===== src/include/vdip_pkg.sv =====
// Package with the register map, field positions and reset values.
package vdip_pkg;
   localparam int VDIP_BASE_BITS = 13;
   localparam int VDIP_PORT_COUNT = 8;
   localparam int VDIP_CHANNELS = 64;
   localparam int VDIP_PATTERN_BITS = 16;
   // Offsets inside the input port block.
   localparam logic [2:0] VDIP_PORTS_LO_OFF = 3'h0;
   localparam logic [2:0] VDIP_PORTS_HI_OFF = 3'h4;
   // Offsets inside the control block.
   localparam logic [2:0] VDIP_CSR_OFF = 3'h0;
   localparam logic [2:0] VDIP_TEST_PAT_OFF = 3'h4;
   // Field positions in control_status_reg.
   localparam int VDIP_CSR_TEST_BIT = 0;
   localparam int VDIP_CSR_FAIL_BIT = 1;
   localparam int VDIP_CSR_HIDEF_BIT = 2;
   // Reset values.
   localparam logic VDIP_TEST_RST = 1'b0;
   localparam logic VDIP_FAIL_RST = 1'b1;
   localparam logic [15:0] VDIP_TEST_PAT_RST = 16'h0000;

   // True when an A16 word address falls into the 8-byte block at base.
   function automatic logic vdip_base_match(input logic [15:0] a16,
                                             input logic [12:0] base);
      return a16[15:3] == base;
   endfunction
endpackage


===== src/logic/vdip_top.sv =====
// APB slave for a 64-channel digital input board with built-in test.
// Operation
// - Sixty-four inputs read as eight byte ports.
// - Only short I/O space, configured privilege accepted.
// - Ports read four to an aligned word; unaligned refused.
// - One-byte control register at its own base.
// - Thirteen static inputs set each block's decode base.
// - Open channel reads zero, or one if selected.
// - Software writes a held 16-bit test pattern.
// - Test mode feeds pattern into the receivers.
// - Fail indicator lit at power-up until cleared.
//
// The APB interface to the registers and the placing of the registers are this design's own decisions.
module vdip_top
   import vdip_pkg::*;
#(
   parameter int BASE_BITS = VDIP_BASE_BITS,
   parameter int CHANNELS = VDIP_CHANNELS
)(
   input wire logic pclk,
   input wire logic presetn,
   input wire logic psel,
   input wire logic penable,
   input wire logic pwrite,
   input wire logic [31:0] paddr,
   input wire logic [31:0] pwdata,
   input wire logic [3:0] pstrb,
   input wire logic [2:0] pprot,
   output logic [31:0] prdata,
   output logic pready,
   output logic pslverr,
   input wire logic [12:0] port_base_sel,
   input wire logic [12:0] ctrl_base_sel,
   input wire logic accept_supervisory,
   input wire logic accept_nonprivileged,
   input wire logic open_reads_high,
   input wire logic [63:0] field_in,
   input wire logic [63:0] field_open,
   output logic test_mode,
   output logic fail_led
);

   // Only the documented geometry is wired; other sizes are refused.
   if (BASE_BITS != VDIP_BASE_BITS) begin
      $error("vdip_top supports only 13 base address bits");
   end
   if (CHANNELS != VDIP_CHANNELS) begin
      $error("vdip_top supports only 64 channels");
   end
   if (CHANNELS != VDIP_PORT_COUNT * 8) begin
      $error("vdip_top needs eight byte ports over its channels");
   end
   if (CHANNELS != 4 * VDIP_PATTERN_BITS) begin
      $error("vdip_top needs four pattern copies over its channels");
   end
   if (BASE_BITS + 3 != 16) begin
      $error("vdip_top decodes an eight-byte block of a 16-bit space");
   end
   // Two registers at one offset would shadow each other silently.
   if (VDIP_PORTS_LO_OFF == VDIP_PORTS_HI_OFF) begin
      $error("vdip_top port block offsets overlap");
   end
   if (VDIP_CSR_OFF == VDIP_TEST_PAT_OFF) begin
      $error("vdip_top control block offsets overlap");
   end

   logic [31:0] prdata_r;
   logic pready_r;
   logic pslverr_r;
   logic test_mode_r;
   logic fail_r;
   logic [15:0] test_pat_r;

   // Keeps the old byte unless its write strobe is set.
   function automatic logic [7:0] lane_merge(input logic strobe,
                                             input logic [7:0] new_byte,
                                             input logic [7:0] old_byte);
      return strobe ? new_byte : old_byte;
   endfunction

   // An open channel shows the board's default level, not the field.
   function automatic logic [7:0] port_level(input logic [7:0] lvl,
                                             input logic [7:0] opn,
                                             input logic high_default);
      return (lvl & ~opn) | ({8{high_default}} & opn);
   endfunction

   // Picks byte port n out of the 64 receiver levels.
   function automatic logic [7:0] port_byte(input logic [63:0] rx,
                                            input int n);
      return rx[n * 8 +: 8];
   endfunction

   // Builds the control byte from the field positions of the package.
   function automatic logic [7:0] csr_pack(input logic test,
                                           input logic fail,
                                           input logic hidef);
      logic [7:0] b;
      b = 8'h00;
      b[VDIP_CSR_TEST_BIT] = test;
      b[VDIP_CSR_FAIL_BIT] = fail;
      b[VDIP_CSR_HIDEF_BIT] = hidef;
      return b;
   endfunction

   // Short space: the upper address half must be zero, words aligned.
   wire logic [15:0] a16 = paddr[15:0];
   wire logic upper_zero = (paddr[31:16] == 16'h0000);
   wire logic word_aligned = (paddr[1:0] == 2'h0);
   wire logic short_space = upper_zero && word_aligned;
   // Privileged accesses are taken as supervisory ones.
   wire logic is_supervisory = pprot[0];
   wire logic am_ok = is_supervisory ? accept_supervisory
                                     : accept_nonprivileged;
   wire logic base_ok = short_space && am_ok;

   // Each block compares the thirteen upper address bits to its base.
   wire logic port_base_hit = vdip_base_match(a16, port_base_sel);
   wire logic ctrl_base_hit = vdip_base_match(a16, ctrl_base_sel);
   wire logic port_hit = base_ok && port_base_hit;
   // The ports win when both bases are jumpered to the same block.
   wire logic ctrl_hit = base_ok && !port_hit && ctrl_base_hit;

   // Offset inside the selected eight-byte block.
   wire logic [2:0] offset = a16[2:0];
   wire logic sel_hi = (offset == VDIP_PORTS_HI_OFF);
   wire logic csr_sel = ctrl_hit && (offset == VDIP_CSR_OFF);
   wire logic pat_sel = ctrl_hit && (offset == VDIP_TEST_PAT_OFF);
   wire logic hit = port_hit || csr_sel || pat_sel;

   // Receiver inputs: the field, or the open-circuit default level.
   wire logic [7:0] field_p0 = port_level(
      port_byte(field_in, 0),
      port_byte(field_open, 0),
      open_reads_high);
   wire logic [7:0] field_p1 = port_level(
      port_byte(field_in, 1),
      port_byte(field_open, 1),
      open_reads_high);
   wire logic [7:0] field_p2 = port_level(
      port_byte(field_in, 2),
      port_byte(field_open, 2),
      open_reads_high);
   wire logic [7:0] field_p3 = port_level(
      port_byte(field_in, 3),
      port_byte(field_open, 3),
      open_reads_high);
   wire logic [7:0] field_p4 = port_level(
      port_byte(field_in, 4),
      port_byte(field_open, 4),
      open_reads_high);
   wire logic [7:0] field_p5 = port_level(
      port_byte(field_in, 5),
      port_byte(field_open, 5),
      open_reads_high);
   wire logic [7:0] field_p6 = port_level(
      port_byte(field_in, 6),
      port_byte(field_open, 6),
      open_reads_high);
   wire logic [7:0] field_p7 = port_level(
      port_byte(field_in, 7),
      port_byte(field_open, 7),
      open_reads_high);

   // In test mode the pattern replaces every quarter of the field.
   wire logic [63:0] test_rx = {4{test_pat_r}};
   wire logic [7:0] test_p0 = port_byte(test_rx, 0);
   wire logic [7:0] test_p1 = port_byte(test_rx, 1);
   wire logic [7:0] test_p2 = port_byte(test_rx, 2);
   wire logic [7:0] test_p3 = port_byte(test_rx, 3);
   wire logic [7:0] test_p4 = port_byte(test_rx, 4);
   wire logic [7:0] test_p5 = port_byte(test_rx, 5);
   wire logic [7:0] test_p6 = port_byte(test_rx, 6);
   wire logic [7:0] test_p7 = port_byte(test_rx, 7);

   // Test mode also overrides the open-circuit default of a channel.
   wire logic [7:0] rx_p0 = test_mode_r ? test_p0 : field_p0;
   wire logic [7:0] rx_p1 = test_mode_r ? test_p1 : field_p1;
   wire logic [7:0] rx_p2 = test_mode_r ? test_p2 : field_p2;
   wire logic [7:0] rx_p3 = test_mode_r ? test_p3 : field_p3;
   wire logic [7:0] rx_p4 = test_mode_r ? test_p4 : field_p4;
   wire logic [7:0] rx_p5 = test_mode_r ? test_p5 : field_p5;
   wire logic [7:0] rx_p6 = test_mode_r ? test_p6 : field_p6;
   wire logic [7:0] rx_p7 = test_mode_r ? test_p7 : field_p7;
   wire logic [63:0] receivers = {rx_p7, rx_p6, rx_p5, rx_p4,
                                  rx_p3, rx_p2, rx_p1, rx_p0};

   // Port n sits in byte lane n mod 4 of its word; only word-aligned reads are
   // taken, so each read returns an aligned group of four ports.
   wire logic [7:0] port_0 = port_byte(receivers, 0);
   wire logic [7:0] port_1 = port_byte(receivers, 1);
   wire logic [7:0] port_2 = port_byte(receivers, 2);
   wire logic [7:0] port_3 = port_byte(receivers, 3);
   wire logic [7:0] port_4 = port_byte(receivers, 4);
   wire logic [7:0] port_5 = port_byte(receivers, 5);
   wire logic [7:0] port_6 = port_byte(receivers, 6);
   wire logic [7:0] port_7 = port_byte(receivers, 7);
   wire logic [31:0] ports_lo = {port_3, port_2, port_1, port_0};
   wire logic [31:0] ports_hi = {port_7, port_6, port_5, port_4};
   wire logic [31:0] port_word = sel_hi ? ports_hi
                                        : ports_lo;

   // The control block answers with zero-padded narrow registers.
   wire logic [7:0] csr_byte = csr_pack(test_mode_r, fail_r,
                                        open_reads_high);
   wire logic [31:0] csr_data = {24'h000000, csr_byte};
   wire logic [31:0] pat_data = {16'h0000, test_pat_r};
   wire logic [31:0] read_mux = port_hit ? port_word :
                                csr_sel ? csr_data :
                                pat_sel ? pat_data :
                                32'h00000000;

   // A write commits at the edge where the master sees pready high.
   wire logic access = psel && penable;
   wire logic commit = access && pready_r && pwrite;
   wire logic csr_wr = commit && csr_sel && pstrb[0];
   wire logic pat_wr_lo = commit && pat_sel && pstrb[0];
   wire logic pat_wr_hi = commit && pat_sel && pstrb[1];

   // Byte lanes of the write data as the registers take them.
   wire logic [7:0] wr_byte0 = pwdata[7:0];
   wire logic [7:0] wr_byte1 = pwdata[15:8];
   wire logic csr_test_in = wr_byte0[VDIP_CSR_TEST_BIT];
   wire logic csr_fail_in = wr_byte0[VDIP_CSR_FAIL_BIT];

   // Next values: each register holds unless its own write lands.
   wire logic test_mode_nxt = csr_wr ? csr_test_in
                                     : test_mode_r;
   wire logic fail_nxt = csr_wr ? csr_fail_in
                                : fail_r;
   wire logic [7:0] pat_lo_nxt = lane_merge(pat_wr_lo, wr_byte0,
                                            test_pat_r[7:0]);
   wire logic [7:0] pat_hi_nxt = lane_merge(pat_wr_hi, wr_byte1,
                                            test_pat_r[15:8]);
   wire logic [15:0] test_pat_nxt = {pat_hi_nxt, pat_lo_nxt};

   // One wait state: pready rises in the second access cycle.
   wire logic pready_nxt = access && !pready_r;
   wire logic pslverr_nxt = access && !pready_r && !hit;
   wire logic [31:0] prdata_nxt = (access && !pready_r && !pwrite)
                                  ? read_mux : 32'h00000000;

   // Answer flops: every bus output leaves straight from a register.
   always_ff @(posedge pclk or negedge presetn) begin
      if (!presetn) begin
         pready_r <= 1'b0;
      end else begin
         pready_r <= pready_nxt;
      end
   end

   // Refusal is reported in the same cycle as the answer.
   always_ff @(posedge pclk or negedge presetn) begin
      if (!presetn) begin
         pslverr_r <= 1'b0;
      end else begin
         pslverr_r <= pslverr_nxt;
      end
   end

   // Read data is zero outside its one answer cycle.
   always_ff @(posedge pclk or negedge presetn) begin
      if (!presetn) begin
         prdata_r <= 32'h00000000;
      end else begin
         prdata_r <= prdata_nxt;
      end
   end

   always_ff @(posedge pclk or negedge presetn) begin
      if (!presetn) begin
         test_mode_r <= VDIP_TEST_RST;
      end else begin
         test_mode_r <= test_mode_nxt;
      end
   end

   // The fail lamp comes up lit from reset so a dead board shows.
   always_ff @(posedge pclk or negedge presetn) begin
      if (!presetn) begin
         fail_r <= VDIP_FAIL_RST;
      end else begin
         fail_r <= fail_nxt;
      end
   end

   // The pattern survives test mode changes; only a write moves it.
   always_ff @(posedge pclk or negedge presetn) begin
      if (!presetn) begin
         test_pat_r <= VDIP_TEST_PAT_RST;
      end else begin
         test_pat_r <= test_pat_nxt;
      end
   end

   assign prdata = prdata_r;
   assign pready = pready_r;
   assign pslverr = pslverr_r;
   assign test_mode = test_mode_r;
   assign fail_led = fail_r;
endmodule


===== config.mk =====
export PLATFORM = sky130hd
export DESIGN_NAME = vdip_top
export DESIGN_NICKNAME = d
export VERILOG_FILES = /design/src/include/vdip_pkg.sv /design/src/logic/vdip_top.sv
export SDC_FILE = /design/constraint.sdc
export NUM_CORES = 1
export LEC_CHECK = 0
export ABC_CLOCK_PERIOD_IN_PS = 2800
export BUFFER_PORTS_ARGS = -buffer_cell sky130_fd_sc_hd__buf_4
export CORE_AREA = 2 2 106 108
export CTS_CLUSTER_SIZE = 12
export DETAILED_ROUTE_END_ITERATION = 8
export DIE_AREA = 0 0 108 110
export PLACE_DENSITY = 0.69
export SLEW_MARGIN = 30
export SYNTH_ARGS = -nofsm -noshare
export SYNTH_HDL_FRONTEND = slang
export SYNTH_SLANG_ARGS = --single-unit

===== constraint.sdc =====
create_clock -name pclk -period 2.8 [get_ports pclk]
set_clock_uncertainty 0.15 [all_clocks]
set_input_delay 0.42 -clock pclk [delete_from_list [all_inputs] [get_ports pclk]]
set_output_delay 0.42 -clock pclk [all_outputs]
set_load 0.02 [all_outputs]

==> impl_metrics.tcl, run 1 <==
set metrics [dict create \
    numCtsBuffers 5 \
    die_height_um 110 \
    p_per_area_nw_per_um2 291 \
    row_count 38 \
    viasPerCell 5.21 \
    routedWlPerCell_um 16.3 \
    utilization_pct 53.8 \
    hpwl_mm 10.2 \
    place_area_um2 5650 \
    synth_ff_type "dfrtp_1" \
    drtPass1Iterations 4 \
    relSlewSlack_pct 54.4 \
    die_w_um 108 \
    worst_path_largest_cell_delay_ps 500 \
    antenna_found_initial 0 \
    cts_setup_buffers 0 \
    violations "hold timing" \
    antenna_left 0 \
    syn_to_final_growth_pct 60.6 \
    design_area_um2 5750 \
    drt_iter0_drc 307 \
    critPathMaxFanout 23 \
    track_usage_pct 21.1 \
    place.gp.congestion 0.835 \
    seq_area_um2 1310 \
    seq_power_share_pct 44.9 \
    critPathSlowestCell "or4_1" \
    finalSetupTns_ps 0 \
    hold_path.class "in -> async" \
    syn_area_um2 3580 \
    wl_mm 13.0 \
    seq_area_frac_synth_pct 36.4 \
    finalNetCount 890 \
    drive_gt1_share_pct 46.2 \
    worst_slack_ps 227 \
    portBuffers 248 \
    hold_viol 7 \
    slew_viol_final 0 \
    syn_nets 652 \
    worst-setup-path-type "reg -> reg" \
    initial_utilization_pct 33.5 \
    r2r_cells 6 \
    clockBufferDepth 2 \
    drc 0 \
    swShare_pct 24.2 \
    synth-edff-count 0 \
    die_area_um2 11900 \
    post-place-ws_ps -51.8 \
    core-area_um2 10700 \
    ir_drop_mv 0.182 \
    switchingPower_w 0.000406 \
    async_reset_ff_share_pct 100 \
    grt_setup_unrepaired "false" \
    fillCellCount 996 \
    cts_tree "built" \
    clkTransAtPathRegs_ps 90 \
    multi_input_area_um2 2160 \
    grt_pass1_wl_mm 19.7 \
    antenna_cells 0 \
    setup_viol 0 \
    min_period_ps 2570 \
    crit_path_end_kind "flip-flop" \
    cp.required_ps 2890 \
    clockRootBuffer "clkbuf_8" \
    cp-start-kind "flip-flop" \
    hold_buffers 0 \
    clkLatencyLatePin_ps 300 \
    maxCapViolations 0 \
    syn_inst 419 \
    worstMarginPinSlew_ps 682 \
    clock_sinks 52 \
    ys_types 38 \
    syn_area_per_cell_um2 8.55 \
    grt_max_degree 53 \
    status "finished, violations left" \
    cp.arrival_ps 2670 \
    ys_ff_latch 52 \
    synth_warnings 0 \
    htree_levels 2 \
    fin_crit_sh_pct 91.9 \
    cts_resized 0 \
    power_frac_comb_pct 26.0 \
    path_cells "or2_1, or4_1, or3_2, buf_12, nor4_1, a211o_1" \
    hold_ws_ps -7.51 \
    num_vias 4145 \
    grt_pass1_vias 4169 \
    grt_overflow 0 \
    clkPwrFrac_pct 29.1 \
    p_leak_nw 2.90 \
    max_freq_mhz 389 \
    floorplan.io_pins 269 \
    internal_power_w 0.00127 \
]
==> cell type report <==
class | count | share of cell area [%]
well taps | 140 | 3.05
repair buffers | 260 | 34.8
clock buffers | 5 | 1.20
flip-flops and latches | 52 | 22.7
inverters | 2 | 0.131
multi-input cells | 336 | 37.6
clock inverters | 1 | 0.522
==> power by group through the flow <==
| stage | combinational [W] | sequential (W) | clock [W] |
|---|---|---|---|
| 6_report | 0.000435 | 0.000753 | 0.000488 |
| 5_1_grt | 0.000477 | 0.000753 | 0.000536 |
| 4_1_cts | 0.000438 | 0.000753 | 0.000506 |
| 3_5_place_dp | 0.000437 | 0.000768 | 0 |
| 3_3_place_gp | 0.000424 | 0.000767 | 0 |
| 2_1_floorplan | 0.000130 | 0.000770 | 0 |
==> worst paths after layout <==
kind	from	to	slack, ps
max in group asynchronous	presetn	test_mode$_DFFE_PN0P_	2000
hold reg to reg	test_pat_r[9]$_DFFE_PN0P_	prdata[9]$_DFF_PN0_	360
min in group pclk	pwdata[14]	test_pat_r[14]$_DFFE_PN0P_	200
setup / recovery	pready$_DFF_PN0_	prdata[6]$_DFF_PN0_	230
hold / removal	presetn	prdata[17]$_DFF_PN0_	-8
setup reg to reg	pready$_DFF_PN0_	prdata[6]$_DFF_PN0_	230
==> cell families (layout without fill, tap and decap cells) <==
group,Yosys count,in the layout,share of synthesized area [%]
multiplexers,34,34,10.2
AND/OR/NAND/NOR,197,197,29.1
flip-flops,52,52,36.4
XOR/XNOR,26,26,6.36
AO/OA/AOI/OAI,79,79,14.3
buffers and inverters,31,268,3.74
==> through the flow <==
step / cells / power (W)
after floorplan: 419 / 0.000900
after CTS: 796 / 0.00170
after global routing: 796 / 0.00177
after detailed placement: 790 / 0.00120
final: 796 / 0.00168
after global placement: 790 / 0.00119
==> routing by layer <==
layer / up-vias / GRT usage [%] / wire [um]
li1: 2014 / - / -
met1: 1943 / 25.7 / 5230
met2: 173 / 38.0 / 6460
met3: 15 / 4.35 / 1060
met4: 0 / 5.86 / 214
met5: - / 0 / 0
==> layout by cell type (no fill, tap or decap), drive strengths merged, types with 2 or more instances in the layout <==
master     n
buf      260
nand2     63
dfrtp     51
nor3      47
a21oi     30
nor4      26
xor2      21
nor2      20
mux2      19
mux2i     15
or3       14
o21ai     13
o31ai     13
a211o     13
nor3b     10
xnor2      5
clkbuf     5
nand4      4
a2111oi    4
or2        3
inv        2
nand3      2
or4        2
nor2b      2
o2111ai    2
o32ai      2
==> synthesized netlist by cell type (all sizes together) (14+ instances only) <==
library cell / n / area share [%]
xor2: 21 / 5.1
dfrtp: 51 / 36
mux2: 19 / 6.0
mux2i: 15 / 4.2
nor3: 47 / 6.6
nor2: 20 / 2.2
or3: 14 / 2.4
a21oi: 30 / 4.2
nor4: 26 / 6.1
clkbuf: 23 / 2.4
nand2: 63 / 6.6
==> state kept, by name, summed over array words and instances, names as in the netlist <==
signal and count:
fail_led 1, test_pat_r 16, prdata 32, pslverr 1, test_mode 1, pready 1
==> critical path, delay by kind of cell (launching register included) <==
kind / cells / cell delay, ps
AO/OA/AOI/OAI: 1 / 150
AND/OR/NAND/NOR: 4 / 1620
flip-flops: 1 / 410
buffers and inverters: 1 / 190
Note: power is estimated with default switching activity, not from simulation.
==> run 2: changes to the inputs <==
Settings changed: CORE_AREA 2 2 106 108 to default, CORE_ASPECT_RATIO from default to 0.6, CORE_MARGIN from default to 2, CORE_UTILIZATION from default to 41, DIE_AREA 0 0 108 110 to default, PLACE_DENSITY 0.69 to 0.82.
==> run 2 against run 1 <==
  * The run now ends clean
  * Via count up 3.5%
  * Sequential share of layout area down 0.14 points
  * First-iteration DRC count down 16%
  * Maximum frequency down 0.33%
  * Clock power up 26%
  * Non-clock buffer count up 5
  * Critical path type is now in -> reg
  * Largest power group unchanged
==> impl_metrics.tcl, run 2 (synthesis gave the netlist of run 1 again) <==
set metrics [dict create \
    status "completed" \
    wl_met1_mm 6.10 \
    multi_input_area_um2 2160 \
    fillCellCount 690 \
    worstMarginPinSlew_ps 986 \
    clockBufferDepth 2 \
    layout_commonest_cell "buf_4" \
    cts_resized 0 \
    r2r_end "prdata[7]$_DFF_PN0_" \
    cp_top_family "simple AND/OR/NAND/NOR gates" \
    hold_ws_ps 10.5 \
    cts_setup_buffers 0 \
    hold_path.class "in -> async" \
    worst-setup-path-type "in -> reg" \
    die_height_um 76.4 \
    antenna_left 0 \
    largest_register_ffs 32 \
    total_power_w 0.00182 \
    place.gp.congestion 1.00 \
    path_cells "buf_4, nor4_2, nand4_1, or4_1, or3_2, buf_12, nor4_1, a211o_1" \
    drc 0 \
    worst_path_largest_cell_delay_ps 500 \
    die_w_um 125 \
    die_area_um2 9530 \
    drt_iter0_drc 259 \
    grt_pass1_vias 4144 \
    initial_utilization_pct 42.2 \
    crit_path_end_kind "flip-flop" \
    min_period_ps 2580 \
    hold_buffers 0 \
    hold_viol 0 \
    ir_drop_mv 0.280 \
    wl_mm 14.1 \
    final_cell_mix "buf_4 (262), nand2_1 (62), dfrtp_1 (50)" \
    cp.required_ps 2870 \
    numCtsBuffers 5 \
    cts_tree "built" \
    dp.cells 767 \
    r2r_cells 6 \
    maxCapViolations 0 \
    grt_pass1_wl_mm 21.9 \
    antenna_cells 0 \
    syn_to_final_growth_pct 61.5 \
    drive_gt1_share_pct 46.6 \
    slew_viol_final 0 \
    htree_levels 2 \
    highest_layer "met4" \
    hpwl_mm 11.3 \
    setup_viol 0 \
    p_leak_nw 2.93 \
    grt_setup_unrepaired "false" \
    core-area_um2 8490 \
    finalNetCount 895 \
    clkLatencyLatePin_ps 280 \
    cp_num_buf_inv 2 \
    row_count 26 \
    max_freq_mhz 387 \
    clockRootBuffer "clkbuf_16" \
    critPathSlowestCell "or4_1" \
    utilization_pct 68.2 \
    critPathMaxFanout 19 \
    p_per_area_nw_per_um2 314 \
    portBuffers 248 \
    cp-start-kind "input pin" \
    clkTransAtPathRegs_ps 70 \
    reg2reg_slack_ps 250 \
    place_area_um2 5630 \
    num_vias 4290 \
    routedWlPerCell_um 18.2 \
    cp.arrival_ps 2650 \
    relSlewSlack_pct 33.9 \
    layout.cells.non_filler 775 \
    clock_sinks 52 \
    seq_area_um2 1310 \
    fin_crit_sh_pct 92.2 \
    viasPerCell 5.54 \
    grt_max_degree 53 \
    floorplan.io_pins 269 \
    track_usage_pct 28.8 \
    antenna_found_initial 0 \
    drtPass1Iterations 5 \
    design_area_um2 5790 \
    r2r_start "pready$_DFF_PN0_" \
    grt_overflow 0 \
    wl_met2_mm 6.60 \
    wl_met3_mm 1.22 \
]
==> run 2: changes by cell type in the layout (fill, tap and decap cells not counted) <==
cell,change
clkbuf_8,-4
buf_12,-1
buf_4,+6
clkbuf_16,+5
nor3_2,+1
bufinv_16,-1
clkinvlp_4,+1
nor3_4,-1
clkbuf_1,+1
==> run 2: metal layers <==
layer  global-route usage, %  vias up
met5                       0        -
met2                    47.6      222
met1                    39.6     2021
met4                    5.28        0
met3                    5.97       16
li1                        -     2031
==> run 2: worst max path at each step <==
stage / from / end / slack (ps) / cells after the start
global route: paddr[6] / prdata[9]$_DFF_PN0_ / 60 / 8
finish: paddr[29] / prdata[7]$_DFF_PN0_ / 220 / 8
CTS: paddr[8] / prdata[8]$_DFF_PN0_ / 230 / 8
global placement: paddr[15] / prdata[4]$_DFF_PN0_ / -90 / 8
detailed placement: paddr[15] / prdata[8]$_DFF_PN0_ / -40 / 8
floorplan: paddr[29] / prdata[10]$_DFF_PN0_ / 420 / 8
==> run 2: area by class of cell <==
type                       count  area share (%)
clock buffer                   7            2.46
clock inverter                 1           0.130
inverter                       2           0.130
multi-input combinational    336            37.3
sequential                    52            22.6
tap                          112            2.42
timing repair buffer         265            35.0
==> run 2: worst register-to-register path, cell delays in order, from the launching register on <==
cell     delay, ps
dfrtp_1        390
or2_1          240
or4_1          520
or3_2          500
buf_12         190
nor4_1         360
a211o_1        140
==> run 2: stage by stage <==
stage                     setup slack (ps)  setup TNS [ps]
final                                  219               0
after global routing                  59.9               0
after CTS                              226               0
after detailed placement             -39.4            -268
after global placement               -86.2            -912
after floorplan                        418               0
==> run 2: power by group <==
group	total [W]	internal [W]	switching, W
Combinational	0.000450	0.000262	0.000188
Clock	0.000615	0.000356	0.000259
Sequential	0.000753	0.000752	0.000000843
==> run 3: changes to the inputs <==
==> constraint.sdc (replaced) <==
create_clock -name pclk -period 2.8 [get_ports pclk]
set_clock_uncertainty 0.15 [all_clocks]
set_input_delay 0.56 -clock pclk [delete_from_list [all_inputs] [get_ports pclk]]
set_output_delay 0.56 -clock pclk [all_outputs]
set_load 0.02 [all_outputs]
==> run 3 against run 2 <==
  * Sequential share of layout area decreased by 0.45 points
  * Core utilization rose by 1.3 points
  * Critical endpoint is now prdata[9]$_DFF_PN0_
  * Largest power group unchanged
  * Power decreased by 1.2%
  * First-iteration DRC count down 13%
==> impl_metrics.tcl, run 3 (synthesis gave the netlist of run 1 again) <==
set metrics [dict create \
    finalSetupTns_ps 0 \
    status "completed" \
    switchingPower_w 0.000448 \
    antenna_found_initial 0 \
    seq_power_share_pct 42.0 \
    hold_path.class "in -> async" \
    row_count 26 \
    initial_utilization_pct 42.2 \
    drtPass1Iterations 5 \
    die_area_um2 9530 \
    cp.arrival_ps 2790 \
    slew_viol_final 0 \
    grt_overflow 0 \
    wl_mm 14.4 \
    layout_commonest_cell "buf_4" \
    portBuffers 248 \
    p_leak_nw 2.99 \
    internal_power_w 0.00135 \
    routedWlPerCell_um 18.3 \
    drt_iter0_drc 225 \
    clkPwrFrac_pct 32.0 \
    syn_to_final_growth_pct 64.5 \
    final_cell_mix "buf_4 (275), nand2_1 (62), dfrtp_1 (50)" \
    critPathMaxFanout 27 \
    clkTransAtPathRegs_ps 60 \
    max_freq_mhz 369 \
    maxCapViolations 0 \
    numCtsBuffers 5 \
    clock_sinks 52 \
    cts_resized 0 \
    hold_buffers 0 \
    cpMostUsedCell "buf_4" \
    cts_tree "built" \
    dp.cells 779 \
    cp.required_ps 2870 \
    clockBufferDepth 2 \
    clockRootBuffer "clkbuf_16" \
    die_w_um 125 \
    drc 0 \
    cp-start-kind "input pin" \
    critPathSlowestCell "or3_2" \
    largest_register_ffs 32 \
    min_period_ps 2710 \
    relSlewSlack_pct 54.3 \
    finalNetCount 907 \
    place.gp.congestion 1.04 \
    grt_pass1_vias 4467 \
    viasPerCell 5.56 \
    grt_pass1_wl_mm 22.7 \
    grt_max_degree 53 \
    num_vias 4368 \
    ir_drop_mv 0.234 \
    swShare_pct 24.9 \
    worst_path_largest_cell_delay_ps 590 \
    antenna_cells 0 \
    power_frac_comb_pct 26.0 \
    htree_levels 2 \
    p_per_area_nw_per_um2 305 \
    hold_viol 0 \
    worstMarginPinSlew_ps 685 \
    clkLatencyLatePin_ps 280 \
    cts_setup_buffers 0 \
    setup_viol 0 \
    floorplan.io_pins 269 \
    hpwl_mm 11.6 \
    layout.cells.non_filler 786 \
    core-area_um2 8490 \
    worst-setup-path-type "in -> reg" \
    drive_gt1_share_pct 48.5 \
    path_cells "buf_4, buf_4, xor2_1, nor4_1, nand4_1, or3_2, buf_12, nor4_2, a211o_1" \
    die_height_um 76.4 \
    crit_path_end_kind "flip-flop" \
    antenna_left 0 \
    track_usage_pct 29.5 \
    fin_crit_sh_pct 96.9 \
]
run 3: cell count changes in the layout (fill, tap and decap cells not counted):
cell,before,now
buf_12,3,2
buf_4,262,275
clkbuf_1,1,0
clkbuf_8,1,0
clkinv_2,0,1
dfrtp_2,0,1
dfrtp_4,1,0
nor3_2,1,0
nor3_4,0,1
nor4_1,17,11
nor4_2,9,15
run 3: worst max-delay path, delay by kind of cell:
family                 cells  cell delay (ps)
AND/OR/NAND/NOR            4             1500
XOR/XNOR                   1              130
buffers and inverters      3              430
AO/OA/AOI/OAI              1              140
run 3: metrics by stage:
| step | worst slack (ps) | power, W | hold slack, ps | cell area (um^2) | util [%] |
|---|---|---|---|---|---|
| final | 86.6 | 0.00180 | 149 | 5890 | 69.4 |
| after global routing | -12.9 | 0.00189 | 205 | 5890 | 69.4 |
| after CTS | 130 | 0.00180 | 181 | 5850 | 68.9 |
| after detailed placement | -153 | 0.00122 | 353 | 5710 | 67.3 |
| after global placement | -161 | 0.00121 | 338 | 5710 | 67.3 |
| after floorplan | 278 | 0.000900 | 114 | 3580 | - |
run 3: per-layer routing:
| metal | vias up | share of wire, % | track usage, % |
|---|---|---|---|
| met4 | 0 | 1.6 | 6.52 |
| li1 | 2049 | - | - |
| met1 | 2093 | 43 | 39.7 |
| met3 | 22 | 7.2 | 6.18 |
| met5 | - | 0 | 0 |
| met2 | 204 | 48 | 49.3 |
run 3: power by group through the flow:
| stage | registers, W | logic (W) | clock network (W) |
|---|---|---|---|
| 2_1_floorplan | 0.000770 | 0.000130 | 0 |
| 3_3_place_gp | 0.000767 | 0.000440 | 0 |
| 3_5_place_dp | 0.000768 | 0.000457 | 0 |
| 4_1_cts | 0.000753 | 0.000459 | 0.000591 |
| 5_1_grt | 0.000753 | 0.000506 | 0.000627 |
| 6_report | 0.000754 | 0.000468 | 0.000575 |
run 3: final timing paths:
kind                       slack, ps  depth (start not counted)                      start                          to
max reg2reg                      360                          6           pready$_DFF_PN0_         prdata[9]$_DFF_PN0_
max in group asynchronous       1860                          1                    presetn       test_mode$_DFFE_PN0P_
max                               90                          9                   paddr[3]         prdata[9]$_DFF_PN0_
min in group pclk                360                          2                 pwdata[13]  test_pat_r[13]$_DFFE_PN0P_
min reg2reg                      380                          1  test_pat_r[8]$_DFFE_PN0P_         prdata[8]$_DFF_PN0_
min                              150                          1                    presetn         prdata[4]$_DFF_PN0_
run 3: final cells by class:
cell class,count,area [um^2]
Tap cell,112,140
Fill cell,656,2600
Clock buffer,5,125
Clock inverter,2,12.5
Inverter,2,7.51
Timing Repair Buffer,277,2100
Multi-Input combinational cell,336,2200
Sequential cell,52,1300
